`src/bdms_pkg.sv`:
```
`default_nettype none
package bdms_pkg;
    // file addresses, full 8-bit form; shared core registers use the low 7 bits
    localparam logic [7:0] ADDR_INDIRECT_DATA = 8'h00;
    localparam logic [7:0] ADDR_TIMER_COUNT = 8'h01;
    localparam logic [7:0] ADDR_PC_LOW = 8'h02;
    localparam logic [7:0] ADDR_CORE_FLAGS = 8'h03;
    localparam logic [7:0] ADDR_INDIRECT_POINTER = 8'h04;
    localparam logic [7:0] ADDR_PORT_A_PINS = 8'h05;
    localparam logic [7:0] ADDR_PORT_B_PINS = 8'h06;
    localparam logic [7:0] ADDR_PC_HIGH_LATCH = 8'h0A;
    localparam logic [7:0] ADDR_INTERRUPT_CONTROL = 8'h0B;
    localparam logic [7:0] ADDR_PERIPH_IRQ_FLAGS = 8'h0C;
    localparam logic [7:0] ADDR_COMPARATOR_CONTROL = 8'h1F;
    localparam logic [7:0] ADDR_PRESCALER_OPTIONS = 8'h81;
    localparam logic [7:0] ADDR_PORT_A_DIRECTION = 8'h85;
    localparam logic [7:0] ADDR_PORT_B_DIRECTION = 8'h86;
    localparam logic [7:0] ADDR_PERIPH_IRQ_ENABLES = 8'h8C;
    localparam logic [7:0] ADDR_POWER_CONTROL = 8'h8E;
    localparam logic [7:0] ADDR_VREF_CONTROL = 8'h9F;
    // general purpose ranges and their word index bases
    localparam logic [7:0] GPR_BANK0_LO = 8'h20;
    localparam logic [7:0] GPR_BANK0_HI = 8'h7F;
    localparam logic [7:0] GPR_BANK1_LO = 8'hA0;
    localparam logic [7:0] GPR_BANK1_HI = 8'hBF;
    localparam logic [7:0] GPR_MIRROR_LO = 8'hF0;
    localparam logic [7:0] GPR_BANK0_BASE = 8'h20;
    localparam logic [7:0] GPR_BANK1_BASE = 8'h40;
    localparam logic [7:0] GPR_MIRROR_BASE = 8'hA0;
    localparam int GPR_DEPTH = 128;
    // core_flags field positions
    localparam int STAT_CARRY = 0;
    localparam int STAT_DIGIT_CARRY = 1;
    localparam int STAT_ZERO = 2;
    localparam int STAT_POWER_DOWN = 3;
    localparam int STAT_TIMEOUT = 4;
    localparam int STAT_BANK_LOW = 5;
    localparam logic [7:0] STATUS_RESET = 8'h18;
    localparam logic [7:0] POINTER_RESET = 8'h00;
    localparam logic [7:0] PC_HIGH_RESET = 8'h00;

    typedef enum logic [3:0] {
        OP_MOVE_FROM_W_INSTR, OP_CLEAR_FILE_INSTR, OP_MOVF, OP_ADD, OP_SUB, OP_AND, OP_IOR, OP_XOR,
        OP_SWAP, OP_BCF, OP_BSF
    } bdms_op_t;

    typedef enum logic [2:0] {
        CLS_NONE, CLS_INDIRECT, CLS_STATUS, CLS_POINTER, CLS_PC_HIGH, CLS_GPR, CLS_EXT
    } bdms_cls_t;

    // which flags an operation drives: {zero, digit carry, carry}
    function automatic logic [2:0] bdms_flag_mask(input bdms_op_t op);
        case (op)
            OP_ADD, OP_SUB: bdms_flag_mask = 3'h7;
            OP_CLEAR_FILE_INSTR, OP_MOVF, OP_AND, OP_IOR, OP_XOR: bdms_flag_mask = 3'h4;
            default: bdms_flag_mask = 3'h0;
        endcase
    endfunction : bdms_flag_mask
endpackage : bdms_pkg
`default_nettype wire

```
`src/bdms_gpr_mem.sv`:
```
`timescale 1ns/100ps
`default_nettype none
module bdms_gpr_mem #(
    parameter int DEPTH = bdms_pkg::GPR_DEPTH,
    parameter int AW = 7,
    parameter int DW = 8
) (
    input wire logic ref_clk,
    input wire logic rd_en,
    input wire logic [AW-1:0] rd_addr,
    output var logic [DW-1:0] rd_data,
    input wire logic wr_en,
    input wire logic [AW-1:0] wr_addr,
    input wire logic [DW-1:0] wr_data
);
    logic [DW-1:0] mem [DEPTH];

    always_ff @(posedge ref_clk)
    begin
        if (wr_en)
        begin
            mem[wr_addr] <= wr_data;
        end
    end

    always_ff @(posedge ref_clk)
    begin
        if (rd_en)
        begin
            rd_data <= mem[rd_addr];
        end
    end
endmodule : bdms_gpr_mem
`default_nettype wire

```
`src/bdms_alu.sv`:
```
`timescale 1ns/100ps
`default_nettype none
module bdms_alu (
    input wire bdms_pkg::bdms_op_t op,
    input wire logic [7:0] a,
    input wire logic [7:0] b,
    input wire logic [2:0] bit_sel,
    output logic [7:0] result,
    output logic z,
    output logic dc,
    output logic c
);
    import bdms_pkg::*;
    logic [8:0] sum9;
    logic [4:0] nib5;

    always_comb
    begin
        sum9 = 9'h000;
        nib5 = 5'h00;
        result = a;
        dc = 1'b0;
        c = 1'b0;
        case (op)
            OP_MOVE_FROM_W_INSTR: result = b;
            OP_CLEAR_FILE_INSTR: result = 8'h00;
            OP_ADD:
            begin
                sum9 = {1'b0, a} + {1'b0, b};
                nib5 = {1'b0, a[3:0]} + {1'b0, b[3:0]};
                result = sum9[7:0];
                c = sum9[8];
                dc = nib5[4];
            end
            OP_SUB:
            begin
                // carries read as inverted borrows
                sum9 = {1'b0, a} - {1'b0, b};
                nib5 = {1'b0, a[3:0]} - {1'b0, b[3:0]};
                result = sum9[7:0];
                c = ~sum9[8];
                dc = ~nib5[4];
            end
            OP_AND: result = a & b;
            OP_IOR: result = a | b;
            OP_XOR: result = a ^ b;
            OP_SWAP: result = {a[3:0], a[7:4]};
            OP_BCF: result = a & ~(8'h01 << bit_sel);
            OP_BSF: result = a | (8'h01 << bit_sel);
            default: result = a;
        endcase
        z = (result == 8'h00);
    end
endmodule : bdms_alu
`default_nettype wire

```
`src/bdms_core_regs.sv`:
```
`timescale 1ns/100ps
`default_nettype none
// What this block does
// - status holds flags, reset cause, bank bits
// - status writable as a file register, reset-cause bits excepted
// - flag-updating ops override data to flags
// - timeout and power-down ignore instruction writes
// - clear on status: upper zero, zero set
// - bit, swap, move-from-W ops store all writable bits
// - subtract carries are inverted borrows
// - master clear low holds block in reset
module bdms_core_regs (
    input wire logic ref_clk,
    input wire logic rst,
    input wire logic master_clear_n,
    input wire logic instr_valid,
    input wire bdms_pkg::bdms_op_t instr_op,
    input wire logic [6:0] instr_addr,
    input wire logic [7:0] instr_w,
    input wire logic [7:0] instr_lit,
    input wire logic instr_use_lit,
    input wire logic [2:0] instr_bit,
    input wire logic instr_to_file,
    input wire logic wdt_timeout,
    input wire logic sleep_entry,
    input wire logic wdt_clear,
    input wire logic [7:0] ext_rd_data,
    output logic ready_ff,
    output logic done_ff,
    output logic [7:0] result_ff,
    output logic [7:0] status_ff,
    output logic [7:0] ext_addr_ff,
    output logic ext_wr_ff,
    output logic [7:0] ext_wdata_ff,
    output logic core_reset_ff
);
    import bdms_pkg::*;

    typedef enum {ST_IDLE, ST_EXEC} bdms_state_t;

    bdms_state_t state_ff;
    logic master_clear_n_meta_ff;
    logic master_clear_n_sync_ff;
    logic core_rst;
    logic take;
    logic [7:0] ptr_ff;
    logic [7:0] pc_high_ff;
    bdms_op_t op_ff;
    bdms_cls_t cls_ff;
    bdms_cls_t nxt_cls;
    logic [7:0] w_ff;
    logic [7:0] lit_ff;
    logic use_lit_ff;
    logic [2:0] bit_ff;
    logic to_file_ff;
    logic [7:0] eff_addr;
    logic [6:0] gpr_rd_addr;
    logic [6:0] gpr_wr_addr_ff;
    logic [7:0] gpr_rd_data;
    logic gpr_wr;
    logic [7:0] operand;
    logic [7:0] alu_res;
    logic alu_z;
    logic alu_dc;
    logic alu_c;
    logic [2:0] flag_mask;
    logic [7:0] nxt_status;
    logic status_event;

    // address class of an effective file address
    function automatic bdms_cls_t bdms_decode(input logic [7:0] a);
        logic [6:0] low;
        low = a[6:0];
        if (low == ADDR_INDIRECT_DATA[6:0])
            bdms_decode = CLS_INDIRECT;
        else if (low == ADDR_CORE_FLAGS[6:0])
            bdms_decode = CLS_STATUS;
        else if (low == ADDR_INDIRECT_POINTER[6:0])
            bdms_decode = CLS_POINTER;
        else if (low == ADDR_PC_HIGH_LATCH[6:0])
            bdms_decode = CLS_PC_HIGH;
        else if (low == ADDR_PC_LOW[6:0] || low == ADDR_INTERRUPT_CONTROL[6:0])
            bdms_decode = CLS_EXT;
        else if (a == ADDR_TIMER_COUNT || a == ADDR_PORT_A_PINS || a == ADDR_PORT_B_PINS
                 || a == ADDR_PERIPH_IRQ_FLAGS || a == ADDR_COMPARATOR_CONTROL
                 || a == ADDR_PRESCALER_OPTIONS || a == ADDR_PORT_A_DIRECTION
                 || a == ADDR_PORT_B_DIRECTION || a == ADDR_PERIPH_IRQ_ENABLES
                 || a == ADDR_POWER_CONTROL || a == ADDR_VREF_CONTROL)
            bdms_decode = CLS_EXT;
        else if ((a >= GPR_BANK0_LO && a <= GPR_BANK0_HI)
                 || (a >= GPR_BANK1_LO && a <= GPR_BANK1_HI) || a >= GPR_MIRROR_LO)
            bdms_decode = CLS_GPR;
        else
            bdms_decode = CLS_NONE;
    endfunction : bdms_decode

    // word index; top of bank 1 folds onto top of bank 0
    function automatic logic [6:0] bdms_gpr_index(input logic [7:0] a);
        logic [7:0] idx;
        if (a >= GPR_MIRROR_LO)
            idx = a - GPR_MIRROR_BASE;
        else if (a >= GPR_BANK1_LO)
            idx = a - GPR_BANK1_BASE;
        else
            idx = a - GPR_BANK0_BASE;
        bdms_gpr_index = idx[6:0];
    endfunction : bdms_gpr_index

    // master clear pin synchroniser
    always_ff @(posedge ref_clk)
    begin
        if (rst)
        begin
            master_clear_n_meta_ff <= 1'b0;
            master_clear_n_sync_ff <= 1'b0;
        end
        else
        begin
            master_clear_n_meta_ff <= master_clear_n;
            master_clear_n_sync_ff <= master_clear_n_meta_ff;
        end
    end

    assign core_rst = rst | ~master_clear_n_sync_ff;

    always_ff @(posedge ref_clk)
    begin
        core_reset_ff <= core_rst;
    end

    assign take = instr_valid && state_ff == ST_IDLE;

    // direct access banked by status, indirect access by pointer
    always_comb
    begin
        eff_addr = {status_ff[STAT_BANK_LOW], instr_addr};
        nxt_cls = bdms_decode(eff_addr);
        if (nxt_cls == CLS_INDIRECT)
        begin
            eff_addr = ptr_ff;
            nxt_cls = bdms_decode(eff_addr);
            if (nxt_cls == CLS_INDIRECT)
                nxt_cls = CLS_NONE;
        end
        gpr_rd_addr = bdms_gpr_index(eff_addr);
    end

    always_ff @(posedge ref_clk)
    begin
        if (core_rst)
            state_ff <= ST_IDLE;
        else
        begin
            case (state_ff)
                ST_IDLE:
                    if (instr_valid)
                        state_ff <= ST_EXEC;
                ST_EXEC:
                    state_ff <= ST_IDLE;
                default:
                    state_ff <= ST_IDLE;
            endcase
        end
    end

    always_ff @(posedge ref_clk)
    begin
        if (core_rst)
        begin
            ready_ff <= 1'b1;
            done_ff <= 1'b0;
        end
        else
        begin
            ready_ff <= !take;
            done_ff <= state_ff == ST_EXEC;
        end
    end

    // instruction capture
    always_ff @(posedge ref_clk)
    begin
        if (core_rst)
        begin
            op_ff <= OP_MOVF;
            cls_ff <= CLS_NONE;
            w_ff <= 8'h00;
            lit_ff <= 8'h00;
            use_lit_ff <= 1'b0;
            bit_ff <= 3'h0;
            to_file_ff <= 1'b0;
            ext_addr_ff <= 8'h00;
            gpr_wr_addr_ff <= 7'h00;
        end
        else if (take)
        begin
            op_ff <= instr_op;
            cls_ff <= instr_use_lit ? CLS_NONE : nxt_cls;
            w_ff <= instr_w;
            lit_ff <= instr_lit;
            use_lit_ff <= instr_use_lit;
            bit_ff <= instr_bit;
            to_file_ff <= instr_to_file && !instr_use_lit;
            ext_addr_ff <= eff_addr;
            gpr_wr_addr_ff <= gpr_rd_addr;
        end
    end

    bdms_gpr_mem #(
        .DEPTH(GPR_DEPTH),
        .AW(7),
        .DW(8)
    ) u_gpr (
        .ref_clk(ref_clk),
        .rd_en(take),
        .rd_addr(gpr_rd_addr),
        .rd_data(gpr_rd_data),
        .wr_en(gpr_wr),
        .wr_addr(gpr_wr_addr_ff),
        .wr_data(alu_res)
    );

    // source operand by class; unbacked locations read zero
    always_comb
    begin
        case (cls_ff)
            CLS_STATUS: operand = status_ff;
            CLS_POINTER: operand = ptr_ff;
            CLS_PC_HIGH: operand = pc_high_ff;
            CLS_GPR: operand = gpr_rd_data;
            CLS_EXT: operand = ext_rd_data;
            default: operand = 8'h00;
        endcase
        if (use_lit_ff)
            operand = lit_ff;
    end

    bdms_alu u_alu (
        .op(op_ff),
        .a(operand),
        .b(w_ff),
        .bit_sel(bit_ff),
        .result(alu_res),
        .z(alu_z),
        .dc(alu_dc),
        .c(alu_c)
    );

    assign flag_mask = bdms_flag_mask(op_ff);
    assign gpr_wr = state_ff == ST_EXEC && to_file_ff && cls_ff == CLS_GPR;
    assign status_event = wdt_timeout | sleep_entry | wdt_clear;

    always_comb
    begin
        nxt_status = status_ff;
        if (state_ff == ST_EXEC)
        begin
            if (to_file_ff && cls_ff == CLS_STATUS)
            begin
                nxt_status[7:5] = alu_res[7:5];
                if (flag_mask == 3'h0)
                    nxt_status[2:0] = alu_res[2:0];
            end
            // flag results win over the written data
            if (flag_mask[2])
                nxt_status[STAT_ZERO] = alu_z;
            if (flag_mask[1])
                nxt_status[STAT_DIGIT_CARRY] = alu_dc;
            if (flag_mask[0])
                nxt_status[STAT_CARRY] = alu_c;
        end
        // reset-cause bits move only on core events
        if (wdt_clear)
        begin
            nxt_status[STAT_TIMEOUT] = 1'b1;
            nxt_status[STAT_POWER_DOWN] = 1'b1;
        end
        else
        begin
            if (wdt_timeout)
                nxt_status[STAT_TIMEOUT] = 1'b0;
            if (sleep_entry)
                nxt_status[STAT_POWER_DOWN] = 1'b0;
        end
    end

    always_ff @(posedge ref_clk)
    begin
        if (core_rst)
            status_ff <= STATUS_RESET;
        else
            status_ff <= nxt_status;
    end

    always_ff @(posedge ref_clk)
    begin
        if (core_rst)
        begin
            ptr_ff <= POINTER_RESET;
            pc_high_ff <= PC_HIGH_RESET;
        end
        else if (state_ff == ST_EXEC && to_file_ff)
        begin
            if (cls_ff == CLS_POINTER)
                ptr_ff <= alu_res;
            if (cls_ff == CLS_PC_HIGH)
                pc_high_ff <= alu_res;
        end
    end

    always_ff @(posedge ref_clk)
    begin
        if (core_rst)
        begin
            result_ff <= 8'h00;
            ext_wr_ff <= 1'b0;
            ext_wdata_ff <= 8'h00;
        end
        else
        begin
            ext_wr_ff <= state_ff == ST_EXEC && to_file_ff && cls_ff == CLS_EXT;
            if (state_ff == ST_EXEC)
            begin
                result_ff <= alu_res;
                ext_wdata_ff <= alu_res;
            end
        end
    end

    logic fin_status;
    assign fin_status = done_ff && to_file_ff && cls_ff == CLS_STATUS;
endmodule : bdms_core_regs
`default_nettype wire

```
`config.mk`:
```
export PLATFORM = sky130hd
export DESIGN_NAME = bdms_core_regs
export DESIGN_NICKNAME = d
export VERILOG_FILES = /design/src/bdms_pkg.sv /design/src/bdms_gpr_mem.sv /design/src/bdms_alu.sv /design/src/bdms_core_regs.sv
export SDC_FILE = /design/constraint.sdc
export NUM_CORES = 1
export LEC_CHECK = 0
export BUFFER_PORTS_ARGS = -buffer_cell sky130_fd_sc_hd__buf_4
export CORE_MARGIN = 2
export CORE_UTILIZATION = 40
export CTS_BUF_LIST = sky130_fd_sc_hd__clkbuf_2 sky130_fd_sc_hd__clkbuf_4 sky130_fd_sc_hd__clkbuf_8
export CTS_CLUSTER_SIZE = 10
export DETAILED_ROUTE_END_ITERATION = 8
export GPL_TIMING_DRIVEN = 0
export PLACE_DENSITY = 0.56
export REMOVE_ABC_BUFFERS = 1
export SKIP_LAST_GASP = 1
export SLEW_MARGIN = 20
export SYNTH_ARGS = -nofsm -noshare
export SYNTH_HDL_FRONTEND = slang
export SYNTH_HIERARCHICAL = 1
export SYNTH_SLANG_ARGS = --single-unit
```
`constraint.sdc`:
```
create_clock -name ref_clk -period 14.1 [get_ports ref_clk]
set_input_delay 2.115 -clock ref_clk [delete_from_list [all_inputs] [get_ports ref_clk]]
set_output_delay 2.115 -clock ref_clk [all_outputs]
set_load 0.05 [all_outputs]
```
Yosys cells after proc, flatten, opt, wreduce, memory -nomap -nowiden
Memory sizes are Yosys's and may differ from the RTL's. A register that Yosys moved wholly into a read port is not among the register bits.
Index checks and enable logic that the tools add are counted.
{"block": "word_totals", "reg_bits": 82, "ramBits": 1024, "in_bits": 47, "out_inout_bits": 36, "wordCells": 201, "n_memories": 1}
{"name": "u_gpr.mem", "words": 128, "word_bits": 8, "rd": 1, "rd_clocked_by_memory_dff": 1, "write_ports": 1, "line": "bdms_gpr_mem.sv:16", "source": "logic [DW-1:0] mem [DEPTH];"}
{"block": "classes", "addsub": 7, "order_cmp": 12, "n_eq_ne": 49, "shift": 1, "n_mux": 34, "n_bitwise": 11, "n_reduce_logical": 61}
{"op": "$eq 8x8->1 const B", "count": 12}
{"op": "$pmux 8 s10", "count": 1}
{"op": "$logic_not 32->1", "count": 2}
{"op": "$mux 3", "count": 20}
{"op": "$ge 8x8->1 const B", "count": 6}
{"op": "$pmux 8 s5", "count": 1}
{"op": "$eq 8x3->1 const B", "count": 4}
{"op": "$eq 7x2->1 const B", "count": 4}
{"op": "$eq 7x4->1 const B", "count": 4}
{"op": "$logic_or 1x1->1", "count": 26}
{"op": "$and 8x8->8", "count": 2}
{"op": "$eq 4x3->1 const B", "count": 4}
{"op": "$eq 8x1->1 const B", "count": 2}
{"op": "$eq 8x4->1 const B", "count": 2}
{"op": "$eq 8x5->1 const B", "count": 2}
{"op": "$ge 8x6->1 const B", "count": 2}
{"op": "$le 8x7->1 const B", "count": 2}
{"op": "$le 8x8->1 const B", "count": 2}
{"op": "$mux 8", "count": 2}
{"op": "$or 8x8->8", "count": 2}
{"op": "$eq 7x3->1 const B", "count": 2}
{"op": "$logic_not 7->1", "count": 2}
{"op": "$mux 7", "count": 2}
{"op": "$sub 7x6->7 const B", "count": 2}
{"op": "29 further kinds", "count": 65}

Longest topological paths before layout
Gate-level depths: netlist (run 1).
{"block": "depth", "word_depth": 23, "mapped_depth": 18, "ltp_nobuf": 17}

Cells and area by module
The synthesis (run 1) kept the hierarchy.
{"module": "bdms_gpr_mem", "instances": 1, "cells_each": 1635, "area_each_um2": 39745.6, "seq_area_each_um2": 30989.7}
{"module": "bdms_core_regs", "instances": 1, "cells_each": 456, "area_each_um2": 3667.3, "seq_area_each_um2": 1541.5}
{"module": "bdms_alu", "instances": 1, "cells_each": 229, "area_each_um2": 1565.3, "seq_area_each_um2": 0.0}

Worst setup path before layout (run 1)
OpenSTA, ideal clock, no wires.
{"block": "synth_timing", "path_type": "in2reg", "start": "input ext_rd_data[0]", "end": "memory u_gpr.mem[0][0], data pin", "setup_time_ns": 1.861, "arrival_ns": 11.723, "t_required_ns": 12.239, "slack_ns": 0.516, "stages": 7, "path_buffers": 0, "path_cell_list": "mux2_2 -> a221oi_1 -> a21oi_1 -> a22o_1 -> inv_1 -> ha_1 -> o311ai_0"}
{"block": "synth_between", "elab_chain_cells": 4, "word_cells_on_any_way": 10, "classes_between": "add/sub: 2; mux: 3; bitwise: 5"}
{"element": "start: declaration", "line": "bdms_core_regs.sv:27", "source": "input wire logic [7:0] ext_rd_data,"}
{"element": "$pmux 8 s5 *", "line": "bdms_core_regs.sv:226", "source": "case (cls_ff)"}
{"element": "$mux 8 *", "line": "bdms_core_regs.sv:234", "source": "if (use_lit_ff)"}
{"element": "net operand[0]", "line": "bdms_core_regs.sv:61", "source": "logic [7:0] operand;"}
{"element": "$sub 8x8->9, or another cell as far along", "line": "bdms_alu.sv:38", "source": "sum9 = {1'b0, a} - {1'b0, b};"}
{"element": "$pmux 8 s10 *", "line": "bdms_alu.sv:24", "source": "case (op)"}
{"element": "net alu_res[0]", "line": "bdms_core_regs.sv:62", "source": "logic [7:0] alu_res;"}
{"element": "end: declaration", "line": "bdms_gpr_mem.sv:16"}
Mark *: on every way through the listed nets, which the timed path passes. The rest lies on a longest branch.

Worst setup path after layout (run 1)
{"block": "layout_timing", "start": "register cls_ff[2]", "end": "memory u_gpr.mem[92][6], data pin"}
{"block": "layout_between", "elab_chain_cells": 5, "word_cells_on_any_way": 15, "classes_between": "add/sub: 2; eq/ne: 5; mux: 3; bitwise: 5"}
{"element": "start: declaration", "line": "bdms_core_regs.sv:49", "source": "bdms_cls_t cls_ff;"}
{"element": "start signal: assignment", "line": "bdms_core_regs.sv:198", "source": "cls_ff <= instr_use_lit ? CLS_NONE : nxt_cls;"}
{"element": "$eq 3x3->1 or $eq 3x2->1 (tied branches)", "line": "bdms_core_regs.sv:226"}
{"element": "$pmux 8 s5 *", "line": "bdms_core_regs.sv:226"}
{"element": "$mux 8 *", "line": "bdms_core_regs.sv:234"}
{"element": "net operand[0]", "line": "bdms_core_regs.sv:61"}
{"element": "$sub 8x8->9 or $add 8x8->9 (tied branches)", "line": "bdms_alu.sv:38, bdms_alu.sv:29"}
{"element": "$pmux 8 s10 *", "line": "bdms_alu.sv:24"}
{"element": "net alu_res[6]", "line": "bdms_core_regs.sv:62"}
Marked as above.

==> impl_metrics.env, run 1 <==
export IMPL_run_status="finished clean"
export IMPL_required_ps=14800
export IMPL_rsz0062_at_grt="no"
export IMPL_grt_pass1_vias=23900
export IMPL_period_needed_ps=6110
export IMPL_grt_max_degree=69
export IMPL_vias_per_cell=5.67
export IMPL_critPathArrivalTime_ps=6800
export IMPL_area_growth_pct=15.0
export IMPL_worstMarginPinSlew_ps=1090
export IMPL_drt_first_pass_iters=5
export IMPL_clock_sinks=1109
export IMPL_ant_nets=0
export IMPL_avgRoutedWirePerCell_um=27.4
export IMPL_max_freq_mhz=164
export IMPL_synth_seq_cells=1109
export IMPL_synth_warnings=6
export IMPL_syn_inst=2320
export IMPL_finClkSkew_ps=35.6
export IMPL_synth_area_leaders="edfxtp_1 (69%), mux4_2 (17%), dfxtp_1 (3.4%)"
export IMPL_path_delay_family="compound AO/OA/AOI/OAI gates"
export IMPL_finish_utilization=0.462
export IMPL_slew_violations=0
export IMPL_syn_area_um2=45000
export IMPL_cts_setup_buffers=0
export IMPL_start_kind="flop"
export IMPL_grt_pass1_wl_um=166000
export IMPL_cts_tree="built"
export IMPL_die_area_um2=115000
export IMPL_synth_edff_count=1032
export IMPL_hold_path_class="flop to flop"
export IMPL_drt_wl_total_um=114000
export IMPL_crit_chain="nor2b_1, a22oi_1, a21oi_1, a22o_1, inv_1, ha_1, fa_1, nand2b_1, a21oi_1, nand3_1, o31a_1, o211ai_1, buf_4, buf_4, buf_4, buf_4, buf_4"
export IMPL_cts_hold_buf=0
export IMPL_ys_flop_type="edfxtp_1"
export IMPL_fill_cells=9468
export IMPL_postSynth_asyncResetShare=0
export IMPL_grt_usage=0.198
export IMPL_p_leak_nw=14.9
export IMPL_htreeDepth=4
export IMPL_multi_input_area_um2=11800
export IMPL_coreArea_um2=112000
export IMPL_cp_max_fo=21
export IMPL_antenna_found_initial=4
export IMPL_yosysSeqAreaShare=0.723
export IMPL_cap_violations=0
export IMPL_finalHoldViolCount=0
export IMPL_critPathSlowestCell="dfxtp_1"
export IMPL_syn_avg_cell_area_um2=19.4
export IMPL_cp_slowest_stage_delay_ps=1000
export IMPL_clk_latency_ps=880
export IMPL_fin_crit_sh=0.433
export IMPL_gp_congestion=0.871
export IMPL_synthDominantCellAreaShare=0.689
export IMPL_yosys_area_share_simple=0.0434
export IMPL_root_buffer="clkbuf_8"
export IMPL_synthTopCellsByCount="edfxtp_1 (1032), mux4_2 (336), nor2_1 (186), nand2_1 (107), dfxtp_1 (77)"
export IMPL_pin_count=83
export IMPL_maxSlewHeadroom=0.267
export IMPL_drt_first_iter_violations=2439
export IMPL_rows=123
export IMPL_chipHeight_um=339
export IMPL_synth_compound_area_frac=0.0330
export IMPL_overflow=0
export IMPL_finalSetupTns_ps=0
export IMPL_ff_latch_area_um2=32500
export IMPL_synth_xor_area_frac=0
export IMPL_endpoint_kind="flop"
export IMPL_dp_hpwl_um=75600
export IMPL_port_buffers=82
export IMPL_synth_cell_types=76
export IMPL_yosysMostFrequentCell="edfxtp_1"
export IMPL_cts_buffers_inserted=179
export IMPL_max_clock_path_buffers=3
export IMPL_muxShareOfSynthArea=0.176
export IMPL_path_class="flop to flop"
export IMPL_synth_top_area_cell="edfxtp_1"
export IMPL_power_density_nw_per_um2=125
export IMPL_die_w_um=339
export IMPL_clk_pin_slew_ps=60
export IMPL_synth_top_family_by_area="multiplexers"
export IMPL_via_count=23600
export IMPL_cp_common_cell="buf_4"
export IMPL_synthAdderAreaFrac=0.00562
export IMPL_ctsResizeCount=0
export IMPL_nets=2588
export IMPL_peakVddDrop_v=0.0000941
export IMPL_drc=0
export IMPL_start_util=0.401
export IMPL_path_buf_inv=6
export IMPL_post_route_cells_drive_above_1_share=0.316
export IMPL_setup_viol=0
## stage by stage
stage	worst slack [ps]	area [µm²]	std cells	hold WS, ps	power, mW
global route	7510	51700	4165	475	6.68
detailed placement	7150	48200	3841	453	3.80
global placement	-11440	46700	3753	436	3.82
floorplan	-78.6	44200	2171	414	3.75
finish	7990	51700	4166	456	6.45
CTS	8030	51700	4160	464	6.53
## registers in the layout (all words and copies together), names as in the netlist, 2 cells and up
name,flops
cls_ff,3
status_ff,8
lit_ff,8
bit_ff,3
ext_addr_ff,8
u_gpr/rd_data,8
w_ff,8
ext_wdata_ff,8
u_gpr/mem,1024
gpr_wr_addr_ff,2
op_ff,4
pc_high_ff,8
ptr_ff,8
## final timing paths
check | start | end | slack, ps | cells past startpoint
worst max-delay path | cls_ff[2]$_SDFFE_PP0P_ | u_gpr/mem[92][6]$_DFFE_PP_ | 7990 | 17
worst min-delay path | master_clear_n_meta_ff$_SDFF_PP0_ | master_clear_n_sync_ff$_SDFF_PP0_ | 460 | 1
worst max register to register | cls_ff[2]$_SDFFE_PP0P_ | u_gpr/mem[92][6]$_DFFE_PP_ | 7990 | 17
worst min register to register | master_clear_n_meta_ff$_SDFF_PP0_ | master_clear_n_sync_ff$_SDFF_PP0_ | 460 | 1
## layout make-up
| type | count | area share |
|---|---|---|
| sequential | 1109 | 0.629 |
| inverter | 29 | 0.00225 |
| antenna | 6 | 0.000290 |
| clock buffer | 247 | 0.0578 |
| clock inverter | 72 | 0.00987 |
| timing repair buffer | 170 | 0.0375 |
| tap | 1500 | 0.0363 |
| multi-input combinational | 1033 | 0.227 |
## per-layer routing
| layer | global-route usage | vias to the layer above | part of all wire |
|---|---|---|---|
| li1 | - | 9959 | - |
| met1 | 0.284 | 12600 | 0.43 |
| met2 | 0.312 | 902 | 0.48 |
| met3 | 0.0353 | 171 | 0.066 |
| met4 | 0.0589 | 0 | 0.022 |
| met5 | 0 | - | 0 |
## cells in the final DEF (no fill, tap or decap), types with 5 or more instances in the layout
cell type	count
nand2_1	104
nand3_1	21
nand2b_1	11
edfxtp_1	1032
nand4_1	5
o22ai_1	9
mux4_2	336
nor2b_1	21
inv_6	5
inv_1	26
nor3_1	18
nor2_1	186
a21oi_1	67
clkinv_1	42
o211ai_1	9
buf_12	9
ha_1	17
a22o_1	10
mux2i_1	21
buf_6	10
nor3_2	10
o21bai_1	5
diode_2	6
buf_16	25
clkinv_2	11
dfxtp_1	76
clkbuf_4	65
mux2_2	12
buf_4	124
a31oi_1	7
clkbuf_8	182
o21ai_0	36
a221oi_1	12
a211oi_1	5
a22oi_1	11
## power by group
group	switching (mW)	internal [mW]	leakage, nW
sequential	0.00514	3.55	9.04
clock	1.27	1.46	1.85
combinational	0.0971	0.0745	4.05
## cells by family after synthesis
| family | after synthesis |
|---|---|
| simple gates | 426 |
| mux | 369 |
| fa+ha+maj | 19 |
| buf+inv | 178 |
| compound gates | 219 |
| flops | 1109 |
No activity file was read; power rests on OpenSTA's default activity.
==> run 2: changes to the inputs <==
--- a/config.mk
+++ b/config.mk
@@ -12,7 +12,7 @@
 export CTS_CLUSTER_SIZE = 10
 export DETAILED_ROUTE_END_ITERATION = 8
 export GPL_TIMING_DRIVEN = 0
-export PLACE_DENSITY = 0.56
+export PLACE_DENSITY = 0.54
 export REMOVE_ABC_BUFFERS = 1
 export SKIP_LAST_GASP = 1
 export SLEW_MARGIN = 20
==> constraint.sdc (replaced) <==
create_clock -name ref_clk -period 5.85 [get_ports ref_clk]
set_input_delay 0.8775 -clock ref_clk [delete_from_list [all_inputs] [get_ports ref_clk]]
set_output_delay 0.8775 -clock ref_clk [all_outputs]
set_load 0.05 [all_outputs]
==> run 2 against run 1 <==
Against the previous run:
- sequential power rose by 140%
- global-route usage rose by 0.23 points
- first-iteration DRC count fell by 13%
- total power rose by 140%
- flip-flop and latch count did not move
- core utilization barely moved
- largest cell class unchanged
==> impl_metrics.env, run 2 (synthesized netlist as in run 1, its figures left out) <==
export IMPL_cp_slowest_stage_delay_ps=650
export IMPL_worstSetupStartpoint="cls_ff[2]$_SDFFE_PP0P_"
export IMPL_r2r_start="cls_ff[2]$_SDFFE_PP0P_"
export IMPL_period_needed_ps=5420
export IMPL_top_register="u_gpr/mem"
export IMPL_met3_length_um=6820
export IMPL_power_frac_clock=0.420
export IMPL_internal_power_mw=12.2
export IMPL_largest_reg_flops=1024
export IMPL_power_mw=15.5
export IMPL_cts_buffers_inserted=180
export IMPL_die_area_um2=115000
export IMPL_finClkSkew_ps=36.3
export IMPL_rows=123
export IMPL_start_kind="flop"
export IMPL_drt_wl_total_um=115000
export IMPL_via_count=23600
export IMPL_hold_end="master_clear_n_meta_ff$_SDFF_PP0_"
export IMPL_avgRoutedWirePerCell_um=27.7
export IMPL_setup_viol=0
export IMPL_path_class="flop to flop"
export IMPL_vias_per_cell=5.67
export IMPL_maxSlewHeadroom=0.273
export IMPL_power_frac_comb=0.027
export IMPL_endpoint_kind="flop"
export IMPL_p_leak_nw=14.9
export IMPL_wl_met2_um=56900
export IMPL_area_growth_pct=14.9
export IMPL_path_delay_family="compound AO/OA/AOI/OAI gates"
export IMPL_max_clock_path_buffers=3
export IMPL_finalHoldViolCount=0
export IMPL_grt_pass1_wl_um=168000
export IMPL_pin_count=83
export IMPL_p_seq_frac=0.554
export IMPL_critPathSlowestCell="dfxtp_2"
export IMPL_overflow=0
export IMPL_cts_tree="built"
export IMPL_cp_max_fo=21
export IMPL_top_layer="met4"
export IMPL_die_w_um=339
export IMPL_path_buf_inv=6
export IMPL_grt_pass1_vias=24200
export IMPL_critPathArrivalTime_ps=6100
export IMPL_drt_first_pass_iters=8
export IMPL_final_common_cell="edfxtp_1"
export IMPL_cap_violations=0
export IMPL_p_sw_mw=3.27
export IMPL_r2r_slack_ps=430
export IMPL_grt_max_degree=70
export IMPL_start_util=0.401
export IMPL_final_cell_mix="edfxtp_1 (1032), mux4_2 (336), clkbuf_8 (189)"
export IMPL_drt_first_iter_violations=2115
export IMPL_gp_congestion=0.868
export IMPL_antenna_found_initial=7
export IMPL_dp_hpwl_um=75900
export IMPL_clk_latency_ps=850
export IMPL_required_ps=6530
export IMPL_p_sw_frac=0.211
export IMPL_clock_sinks=1109
export IMPL_r2r_cells=17
export IMPL_drt_met1_wl_um=49400
export IMPL_clk_pin_slew_ps=60
export IMPL_cp_common_cell="buf_4"
export IMPL_dp_cells=3840
export IMPL_htreeDepth=4
export IMPL_rsz0062_at_grt="no"
export IMPL_hold_path_class="input pin to flop"
export IMPL_crit_chain="nor2b_2, a22oi_1, a21oi_1, a22o_1, inv_1, ha_1, fa_1, nand2b_1, a21oi_1, nand3_1, o31a_1, o211ai_1, buf_4, buf_4, buf_4, buf_4, buf_4"
export IMPL_chipHeight_um=339
export IMPL_timing_rr_end="u_gpr/mem[30][6]$_DFFE_PP_"
export IMPL_grt_usage=0.200
export IMPL_peakVddDrop_v=0.000226
export IMPL_dp_slack_ps=-49.2
export IMPL_cts_setup_buffers=0
export IMPL_post_route_cells_drive_above_1_share=0.318
export IMPL_hp_start="rst"
export IMPL_slew_violations=0
export IMPL_fill_cells=9556
export IMPL_max_freq_mhz=184
export IMPL_run_status="finished clean"
export IMPL_fin_crit_sh=0.927
export IMPL_ant_nets=0
export IMPL_power_density_nw_per_um2=300
export IMPL_stdcell_count=4167
export IMPL_root_buffer="clkbuf_8"
export IMPL_nets=2588
export IMPL_drc=0
export IMPL_worstHoldPathCells=2
export IMPL_port_buffers=82
export IMPL_layout_setup_ws_ps=428
export IMPL_coreArea_um2=112000
export IMPL_worstMarginPinSlew_ps=1090
run 2: changes by cell type in the layout (fill, tap and decap cells not counted), moves of 2 or more:
cell | previous run | this run
clkbuf_8 | 182 | 189
clkinv_2 | 11 | 16
clkinvlp_4 | 3 | 7
inv_12 | 4 | 0
inv_6 | 5 | 1
bufinv_16 | 4 | 2
diode_2 | 6 | 4
run 2: worst max path at each step:
stage                                  to  slack [ps]  cells after the start
5_1_grt        u_gpr/mem[25][6]$_DFFE_PP_         140                     17
6_report       u_gpr/mem[30][6]$_DFFE_PP_         430                     17
2_1_floorplan  u_gpr/rd_data[0]$_DFFE_PP_       -7090                      7
3_5_place_dp   u_gpr/mem[30][6]$_DFFE_PP_         -50                     17
3_3_place_gp   u_gpr/mem[27][0]$_DFFE_PP_      -20700                      7
4_1_cts        u_gpr/mem[30][6]$_DFFE_PP_         170                     17
run 2: cell type report:
type	instances	area, µm²	area share
antenna	4	10.0	0.000194
clock inverter	70	389	0.00753
sequential	1109	32500	0.629
tap	1500	1880	0.0363
clock buffer	253	3080	0.0596
inverter	29	116	0.00225
multi-input combinational	1033	11800	0.228
timing repair buffer	169	1920	0.0372
run 2: repair_timing:
item / CTS / global route
gates resized for setup: 1 / 1
pin swaps: 0 / 0
hold buffers: 0 / 0
endpoints found under the setup margin: 22 / 48
run 2: power by group through the flow:
stage	combinational, mW	sequential (mW)	clock (mW)
5_1_grt	0.442	8.57	7.03
2_1_floorplan	0.288	8.74	0
4_1_cts	0.422	8.57	6.67
6_report	0.412	8.57	6.50
3_3_place_gp	0.458	8.75	0
3_5_place_dp	0.422	8.74	0
run 2: per-layer routing:
| metal | GRT usage | up-vias |
|---|---|---|
| met2 | 0.327 | 855 |
| met4 | 0.0554 | 0 |
| met3 | 0.0357 | 165 |
| met1 | 0.279 | 12600 |
| li1 | - | 9967 |
| met5 | 0 | - |
run 2: per-stage QoR:
step / TNS (ps) / utilization / hold slack, ps / cell area (µm²)
after floorplan: -1381410 / - / 414 / 44200
after global placement: -6948590 / 0.417 / 438 / 46700
after detailed placement: -930 / 0.430 / 453 / 48200
after CTS: 0 / 0.461 / 133 / 51700
after global routing: 0 / 0.461 / 167 / 51700
final: 0 / 0.461 / 212 / 51700
